### config.mk
export PLATFORM = sky130hd
export DESIGN_NAME = sarcr_top
export DESIGN_NICKNAME = d
export VERILOG_FILES = /design/src/hw/sarcr_pkg.sv /design/src/hw/sarcr_fifo.sv /design/src/hw/sarcr_top.sv
export VERILOG_INCLUDE_DIRS = /design/src /design/src/hw
export SDC_FILE = /design/constraint.sdc
export NUM_CORES = 1
export LEC_CHECK = 0
export ABC_AREA = 1
export BUFFER_PORTS_ARGS = -buffer_cell sky130_fd_sc_hd__buf_4
export CORE_MARGIN = 3
export CORE_UTILIZATION = 50
export CTS_BUF_LIST = sky130_fd_sc_hd__clkbuf_2 sky130_fd_sc_hd__clkbuf_4 sky130_fd_sc_hd__clkbuf_8
export DETAILED_ROUTE_END_ITERATION = 8
export PLACE_DENSITY = 0.66
export SYNTH_ARGS = -nofsm -noshare
export SYNTH_HDL_FRONTEND = slang
export SYNTH_HIERARCHICAL = 1
export SYNTH_SLANG_ARGS = --single-unit
### constraint.sdc
create_clock -name clk_sys -period 6.8 [get_ports clk_sys]
set_input_delay 0.34 -clock clk_sys [delete_from_list [all_inputs] [get_ports clk_sys]]
set_output_delay 0.34 -clock clk_sys [all_outputs]
set_load 0.02 [all_outputs]
### src/hw/sarcr_consts.svh
/*
 * Constants for the converter control and serial readout block: timing counts,
 * widths and frame layout.
 * Assumes a 50 MHz system clock and a host that clocks the readout itself.
 */
`ifndef SARCR_CONSTS_SVH
`define SARCR_CONSTS_SVH

`define SARCR_SYS_FREQ_KHZ      50000
`define SARCR_OSC_FREQ_KHZ      4000
`define SARCR_OSC_DIV           (`SARCR_SYS_FREQ_KHZ / `SARCR_OSC_FREQ_KHZ)
`define SARCR_CONV_MAX_NS       3700
`define SARCR_CONV_MAX_CYCLES   ((`SARCR_CONV_MAX_NS * `SARCR_SYS_FREQ_KHZ) / 1000000)
`define SARCR_RES_BITS          10
`define SARCR_TAIL_BITS         2
`define SARCR_FRAME_BITS        (`SARCR_RES_BITS + `SARCR_TAIL_BITS)
`define SARCR_FIFO_DEPTH        8
`define SARCR_OSC_W             4
`define SARCR_CONV_W            8
`define SARCR_RISE_W            4

`endif

### src/hw/sarcr_pkg.sv
/*
 * Types shared by the converter control block.
 * Assumes the constants header is on the include path.
 */
`include "sarcr_consts.svh"

package sarcr_pkg;

    typedef enum logic [3:0] {
        SARCR_SHUTDOWN = 4'h1,
        SARCR_TRACK    = 4'h2,
        SARCR_CONVERT  = 4'h4,
        SARCR_FINISH   = 4'h8
    } sarcr_mode_t;

    typedef struct packed {
        sarcr_mode_t                   mode;
        logic [1:0]                    strobe_sync;
        logic                          strobe_prev;
        logic [1:0]                    sclk_sync;
        logic                          sclk_prev;
        logic [1:0]                    variant_sync;
        logic [`SARCR_OSC_W-1:0]       osc_cnt;
        logic [`SARCR_CONV_W-1:0]      conv_cnt;
        logic [`SARCR_RES_BITS-1:0]    code;
        logic [`SARCR_RES_BITS-1:0]    mask;
        logic [`SARCR_RES_BITS-1:0]    dac;
        logic [`SARCR_RES_BITS-1:0]    result;
        logic                          sel_second;
        logic                          frame_act;
        logic                          frame_read;
        logic [`SARCR_FRAME_BITS-1:0]  shift;
        logic [`SARCR_RISE_W-1:0]      rise_cnt;
        logic                          dout;
        logic                          dout_oe_n;
    } sarcr_state_t;

endpackage

### src/hw/sarcr_fifo.sv
/*
 * Small synchronous FIFO with valid and ready on both sides.
 * Assumes a power-of-two depth so the pointers wrap by themselves.
 */
`timescale 1ns/1ns

module sarcr_fifo
#(
    parameter int WIDTH = 10,
    parameter int DEPTH = 8
)
(
    input  wire logic             clk_sys,
    input  wire logic             rst_sys_n,
    input  wire logic             in_valid,
    output logic                  in_ready,
    input  wire logic [WIDTH-1:0] in_data,
    output logic                  out_valid,
    input  wire logic             out_ready,
    output logic      [WIDTH-1:0] out_data
);

    localparam int AW = $clog2(DEPTH);

    typedef struct packed {
        logic [DEPTH-1:0][WIDTH-1:0] mem;
        logic [AW-1:0]               wp;
        logic [AW-1:0]               rp;
        logic [AW:0]                 cnt;
    } sarcr_fifo_state_t;

    sarcr_fifo_state_t s_r;
    sarcr_fifo_state_t s_nxt;
    logic              push;
    logic              pop;

    assign in_ready  = (s_r.cnt != (AW+1)'(DEPTH));
    assign out_valid = (s_r.cnt != '0);
    assign out_data  = s_r.mem[s_r.rp];
    assign push      = in_valid && in_ready;
    assign pop       = out_valid && out_ready;

    always_comb
    begin
        s_nxt = s_r;
        if (push)
        begin
            s_nxt.mem[s_r.wp] = in_data;
            s_nxt.wp          = s_r.wp + 1'b1;
        end
        if (pop)
        begin
            s_nxt.rp = s_r.rp + 1'b1;
        end
        if (push && !pop)
        begin
            s_nxt.cnt = s_r.cnt + 1'b1;
        end
        else if (pop && !push)
        begin
            s_nxt.cnt = s_r.cnt - 1'b1;
        end
    end

    always_ff @(posedge clk_sys or negedge rst_sys_n)
    begin
        if (!rst_sys_n)
        begin
            s_r <= '0;
        end
        else
        begin
            s_r <= s_nxt;
        end
    end

endmodule

### src/hw/sarcr_top.sv
/*
 * Digital control of a ten-bit successive approximation converter: strobe
 * decoding, track and hold sequencing, bit search and serial readout.
 * Assumes an analogue comparator on the same clock, and a host that drives the
 * strobe and serial clock asynchronously; both pins are sampled here.
 */
`timescale 1ns/1ns
`include "sarcr_consts.svh"

module sarcr_top
    import sarcr_pkg::*;
(
    input  wire logic                       clk_sys,
    input  wire logic                       rst_n,
    input  wire logic                       conversion_strobe,
    input  wire logic                       sclk,
    input  wire logic                       comp_above,
    input  wire logic                       two_channel_variant,
    output logic                            dout,
    output logic                            dout_oe_n,
    output logic                            powered_up,
    output logic                            track_en,
    output logic                            hold_en,
    output logic                            second_input_channel,
    output logic [`SARCR_RES_BITS-1:0]      dac_code
);

    sarcr_state_t                 s_r;
    sarcr_state_t                 s_nxt;
    logic [1:0]                   rst_ff_r;
    logic                         rst_sys_n;
    logic                         fifo_in_valid;
    logic                         fifo_in_ready;
    logic                         fifo_out_valid;
    logic                         fifo_out_ready;
    logic [`SARCR_RES_BITS-1:0]   fifo_out_data;

    function automatic logic edge_seen(input logic prev, input logic cur, input logic rising);
        edge_seen = rising ? (cur && !prev) : (!cur && prev);
    endfunction

    // Offset binary from the bit search becomes two's complement by flipping the top bit.
    function automatic logic [`SARCR_RES_BITS-1:0] format_result(
        input logic [`SARCR_RES_BITS-1:0] raw,
        input logic                       bipolar
    );
        format_result = raw;
        if (bipolar)
        begin
            format_result[`SARCR_RES_BITS-1] = ~raw[`SARCR_RES_BITS-1];
        end
    endfunction

    always_ff @(posedge clk_sys or negedge rst_n)
    begin
        if (!rst_n)
        begin
            rst_ff_r <= 2'h0;
        end
        else
        begin
            rst_ff_r <= {rst_ff_r[0], 1'b1};
        end
    end

    assign rst_sys_n = rst_ff_r[1];

    // The stall on a full FIFO holds the finished result rather than dropping it.
    assign fifo_in_valid  = (s_r.mode == SARCR_FINISH);
    assign fifo_out_ready = (s_r.mode == SARCR_SHUTDOWN) && !s_r.frame_act
                            && !edge_seen(s_r.strobe_prev, s_r.strobe_sync[1], 1'b1);

    sarcr_fifo
    #(
        .WIDTH (`SARCR_RES_BITS),
        .DEPTH (`SARCR_FIFO_DEPTH)
    )
    u_fifo
    (
        .clk_sys   (clk_sys),
        .rst_sys_n (rst_sys_n),
        .in_valid  (fifo_in_valid),
        .in_ready  (fifo_in_ready),
        .in_data   (s_r.result),
        .out_valid (fifo_out_valid),
        .out_ready (fifo_out_ready),
        .out_data  (fifo_out_data)
    );

    always_comb
    begin
        logic strobe_rise;
        logic strobe_fall;
        logic sclk_rise;
        logic sclk_fall;
        logic osc_tick;
        logic [`SARCR_RES_BITS-1:0] code_v;

        s_nxt = s_r;
        s_nxt.strobe_sync  = {s_r.strobe_sync[0], conversion_strobe};
        s_nxt.strobe_prev  = s_r.strobe_sync[1];
        s_nxt.sclk_sync    = {s_r.sclk_sync[0], sclk};
        s_nxt.sclk_prev    = s_r.sclk_sync[1];
        s_nxt.variant_sync = {s_r.variant_sync[0], two_channel_variant};

        strobe_rise = edge_seen(s_r.strobe_prev, s_r.strobe_sync[1], 1'b1);
        strobe_fall = edge_seen(s_r.strobe_prev, s_r.strobe_sync[1], 1'b0);
        sclk_rise   = edge_seen(s_r.sclk_prev, s_r.sclk_sync[1], 1'b1);
        sclk_fall   = edge_seen(s_r.sclk_prev, s_r.sclk_sync[1], 1'b0);
        osc_tick    = (s_r.osc_cnt == `SARCR_OSC_W'(`SARCR_OSC_DIV - 1));
        code_v      = s_r.code;

        if (strobe_rise)
        begin
            // A rise during a conversion aborts it; that is how the double pulse works.
            s_nxt.sel_second = !s_r.frame_read;
            s_nxt.frame_read = 1'b0;
            s_nxt.frame_act  = 1'b0;
            s_nxt.mode       = SARCR_TRACK;
            s_nxt.dout       = 1'b0;
            s_nxt.dout_oe_n  = 1'b0;
        end
        else
        begin
            unique case (s_r.mode)
                SARCR_SHUTDOWN:
                begin
                    // Loading only on a real pop keeps a live frame from being reloaded.
                    if (fifo_out_valid && fifo_out_ready)
                    begin
                        s_nxt.shift      = {fifo_out_data, `SARCR_TAIL_BITS'(0)};
                        s_nxt.dout       = fifo_out_data[`SARCR_RES_BITS-1];
                        s_nxt.dout_oe_n  = 1'b0;
                        s_nxt.frame_act  = 1'b1;
                        s_nxt.rise_cnt   = '0;
                    end
                end
                SARCR_TRACK:
                begin
                    if (strobe_fall)
                    begin
                        s_nxt.mode     = SARCR_CONVERT;
                        s_nxt.code     = '0;
                        s_nxt.mask     = `SARCR_RES_BITS'(1) << (`SARCR_RES_BITS - 1);
                        s_nxt.dac      = `SARCR_RES_BITS'(1) << (`SARCR_RES_BITS - 1);
                        s_nxt.osc_cnt  = '0;
                        s_nxt.conv_cnt = '0;
                    end
                end
                SARCR_CONVERT:
                begin
                    s_nxt.conv_cnt = s_r.conv_cnt + 1'b1;
                    s_nxt.osc_cnt  = osc_tick ? '0 : s_r.osc_cnt + 1'b1;
                    if (osc_tick)
                    begin
                        if (comp_above)
                        begin
                            code_v = s_r.code | s_r.mask;
                        end
                        s_nxt.code = code_v;
                        s_nxt.mask = s_r.mask >> 1;
                        s_nxt.dac  = code_v | (s_r.mask >> 1);
                    end
                    // The cycle bound is a guard only; the tick sequence ends well before it.
                    if ((osc_tick && s_r.mask[0])
                        || s_r.conv_cnt == `SARCR_CONV_W'(`SARCR_CONV_MAX_CYCLES - 8))
                    begin
                        s_nxt.result = format_result(code_v,
                                       s_r.sel_second && !s_r.variant_sync[1]);
                        s_nxt.mode   = SARCR_FINISH;
                    end
                end
                SARCR_FINISH:
                begin
                    if (fifo_in_ready)
                    begin
                        s_nxt.mode = SARCR_SHUTDOWN;
                    end
                end
            endcase

            if (s_r.frame_act && sclk_fall)
            begin
                s_nxt.shift = s_r.shift << 1;
                s_nxt.dout  = s_r.shift[`SARCR_FRAME_BITS-2];
            end
            if (s_r.frame_act && sclk_rise)
            begin
                s_nxt.rise_cnt = s_r.rise_cnt + 1'b1;
                if (s_r.rise_cnt == `SARCR_RISE_W'(`SARCR_FRAME_BITS - 1))
                begin
                    s_nxt.dout_oe_n  = 1'b1;
                    s_nxt.frame_act  = 1'b0;
                    s_nxt.frame_read = 1'b1;
                end
            end
        end
    end

    always_ff @(posedge clk_sys or negedge rst_sys_n)
    begin
        if (!rst_sys_n)
        begin
            s_r            <= '0;
            s_r.mode       <= SARCR_SHUTDOWN;
            s_r.frame_read <= 1'b1;
            s_r.dout_oe_n  <= 1'b1;
        end
        else
        begin
            s_r <= s_nxt;
        end
    end

    assign dout                 = s_r.dout;
    assign dout_oe_n            = s_r.dout_oe_n;
    assign powered_up           = (s_r.mode != SARCR_SHUTDOWN);
    assign track_en             = (s_r.mode == SARCR_TRACK);
    assign hold_en              = (s_r.mode == SARCR_CONVERT) || (s_r.mode == SARCR_FINISH);
    assign second_input_channel = s_r.sel_second;
    assign dac_code             = s_r.dac;

endmodule

==> run_results.csv <==
group,metric,value,unit
yosys,netlist_area,9080,µm²
critical_path,cpMostUsedCell,"nand2_1",
worst_hold_path,hold_class,"in2async",
yosys,ys_ff_latch,174,
yosys,post_synth.cell_area_avg,7.51,µm²
final_layout,syn2layout_area_growth,6.36,%
yosys,yosysTopAreaCellShare,47.1,%
yosys,seq_area_frac_synth,48.0,%
die,ios,22,
timing,period_needed,3.09,ns
final_layout,fin_nets,1201,
drt,routed_wl,20.5,mm
yosys,yosysUniqueCellTypes,37,
place,port_buffers,21,
drt,ant_nets,0,
critical_path,crit_chain,"nor2_2 > nand3_4 > buf_4 > nand2_1 > inv_1 > ha_1 > inv_1 > ha_1 > or2_2 > nand2_1 > nand2_1 > nand3_1 > nand2_1",
yosys,syn_nets,1226,
timing,slew_headroom,32.2,%
global_routing,grt-ovfl-total,0,
clock_network,cts_sinks,174,
clock_network,cts.htree.levels,4,
timing,hold_slack,0.175,ns
die,fp-row-count,48,
final_layout,layout-drive-gt1-share,7.76,%
global_routing,grt_max_degree,91,
yosys,netlist_instances,1210,
clock_network,cts_resized,0,
critical_path,setup.worst_path.class,"reg2reg",
timing,worstMarginPinSlew,1.02,ns
die,start_util,51.8,%
place,pre_cts_ws,3.74,ns
timing,setup_viol,0,
critical_path,startpoint_type,"flip-flop",
timing,drv_slew,0,
drt,first_pass_iters,6,
final_layout,n_antenna_cell,0,
timing,final.setup.tns,0,ns
final_layout,n_fill_cell,1679,
clock_network,cts.clk_slew.worst_paths,0.10,ns
global_routing,grt_use_total,21.3,%
timing,rsz0062_at_grt,"false",
critical_path,crit_arrival,3.45,ns
power,ir_worst_vdd,213,µV
die,dieArea,19800,µm²
drt,drt_iter0_drc,604,
critical_path,critPathMaxFanout,90,
drt,route.detailed.drc,0,
drt,vias,7399,
outcome,status,"finished, final reports clean",
drt,post_drt_wl_per_cell,14.4,µm
drt,vias_per_cell,5.20,
place,gp_congestion,0.824,
critical_path,cpPeakStageDelay,0.75,ns
global_routing,grt_pass1_wl,34.2,mm
die,die_x,141,µm
place,dp_hpwl,13.0,mm
die,core,17500,µm²
clock_network,cts_buffers,17,
timing,finalHoldViolCount,0,
global_routing,grt_pass1_vias,6667,
critical_path,worst_path_max_delay_cell,"buf_4",
timing,worst_slack,3.71,ns
flow_run,maxCapViolations,0,
global_routing,antenna_found_initial,0,
critical_path,end_kind,"flip-flop",
critical_path,crit_required,7.16,ns
timing,timing.final.crit_share,45.4,%
die,die_height,141,µm
timing,fmax,0.324,GHz
clock_network,cts_tree,"yes",
timing,finalClockSkew,0.0146,ns
power,p_per_area,232,nW/µm²
clock_network,clk-insertion-delay-late,0.47,ns
yosys,ys_warn_count,6,
clock_network,ctsRootBufferMaster,"clkbuf_8",
yosys,synth_area_leaders,"dfrtp_1 47%, nand2_1 21%, nand4_1 5.9%",
clock_network,cts_buffer_depth,2,
yosys,synth.largest_area_cell,"dfrtp_1",
power,leakagePower,5.02,nW
sequential cells by signal (all words and copies together) (netlist names):
register,cells
u_fifo/s_r,90
dout_oe_n,1
dout,1
rst_ff_r,2
s_nxt,5
second_input_channel,1
dac_code,10
s_r,64
logic make-up after synthesis:
logic type / share of synthesized area [%]
multiplexers: 0.110
AND/OR/NAND/NOR: 37.2
other: 0.0413
adder cells (fa/ha/maj): 1.46
AO/OA/AOI/OAI: 3.82
XOR/XNOR: 1.06
buffers and inverters: 8.35
flip-flops: 48.0
area by class of cell:
cell class	count	area [µm²]	share of cell area, %
clock buffer	18	248	2.56
clock inverter	14	185	1.92
inverter	91	344	3.56
multi-input combinational	868	3980	41.2
sequential	174	4360	45.2
tap	225	282	2.91
timing repair buffer	33	258	2.67
report_power, final:
part | leakage (nW) | total [mW] | switching (mW) | internal (mW)
clock | 0.211 | 0.785 | 0.404 | 0.381
combinational | 2.90 | 0.343 | 0.254 | 0.0894
sequential | 1.91 | 1.12 | 0.0426 | 1.07
total | 5.02 | 2.25 | 0.700 | 1.54
per-layer routing:
| metal | track usage (%) | wire length, µm | up-vias |
|---|---|---|---|
| met2 | 31.5 | 9370 | 185 |
| met3 | 4.24 | 1150 | 26 |
| met1 | 32.3 | 9720 | 3418 |
| li1 | - | - | 3770 |
| met5 | 0 | 0 | - |
| met4 | 5.30 | 272 | 0 |
cell usage in the layout, fill, tap and decap left out, drive strengths merged:
cell         netlist  routed
dlygate4sd3        0       4
or2                2       2
a21oi             25      25
clkbuf            26      18
nand2            510     510
nand3             54      54
dfstp              3       3
clkinvlp           0       3
o21bai             2       2
a22o               1       1
ha                 9       9
o21ai             26      26
dfrtp            171     171
xnor2              6       6
buf               51      29
clkinv             3       7
nand4             85      85
a31oi              8       8
fa                 1       1
o22ai              1       1
conb               1       1
xor2               5       5
bufinv             0       3
nand3b             1       1
nor2             129     129
inv               88      92
nor3               1       1
mux2i              1       1
cells in the mapped netlist (all sizes together):
cell / n
a21oi: 25
a22o: 1
a31oi: 8
buf: 51
clkbuf: 26
clkinv: 3
conb: 1
dfrtp: 171
dfstp: 3
fa: 1
ha: 9
inv: 88
mux2i: 1
nand2: 510
nand3: 54
nand3b: 1
nand4: 85
nor2: 129
nor3: 1
o21ai: 26
o21bai: 2
o22ai: 1
or2: 2
xnor2: 6
xor2: 5
through the flow:
| step | instance area, µm² | std cells | utilization [%] | power [mW] |
|---|---|---|---|---|
| after CTS | 9660 | 1423 | 55.1 | 2.27 |
| after floorplan | 9080 | 1210 | - | 1.41 |
| after global placement | 9190 | 1387 | 52.4 | 1.48 |
| after global routing | 9660 | 1423 | 55.1 | 2.36 |
| after detailed placement | 9190 | 1387 | 52.4 | 1.49 |
| final | 9660 | 1423 | 55.1 | 2.25 |
repair_timing:
action / in CTS / in global routing
buffers inserted: 0 / 0
hold endpoints to repair: 5 / 0
endpoints found under the setup margin: 0 / 0
hold buffers: 4 / 0
path summary, 6_finish.rpt:
kind | start | endpoint | slack (ns) | depth (start not counted)
setup reg to reg | u_fifo/s_r[0] | u_fifo/s_r[3] | 3.71 | 13
hold / removal | rst_n | rst_ff_r[1] | 0.18 | 2
hold reg to reg | rst_ff_r[0] | rst_ff_r[1] | 0.36 | 0
setup / recovery | u_fifo/s_r[0] | u_fifo/s_r[3] | 3.71 | 13
min in group clk_sys | comp_above | s_r[28] | 0.34 | 3
max in group asynchronous | rst_ff_r[1] | u_fifo/s_r[4] | 5.15 | 1
worst max-delay path: cells and delay by family, from the launching register on:
| family | cells | cell delay [ns] |
|---|---|---|
| buffers and inverters | 3 | 1.02 |
| and+or+nand+nor | 8 | 0.99 |
| adders and majority gates | 2 | 0.49 |
| DFF | 1 | 0.45 |
Power figures use the tool's default switching activity.
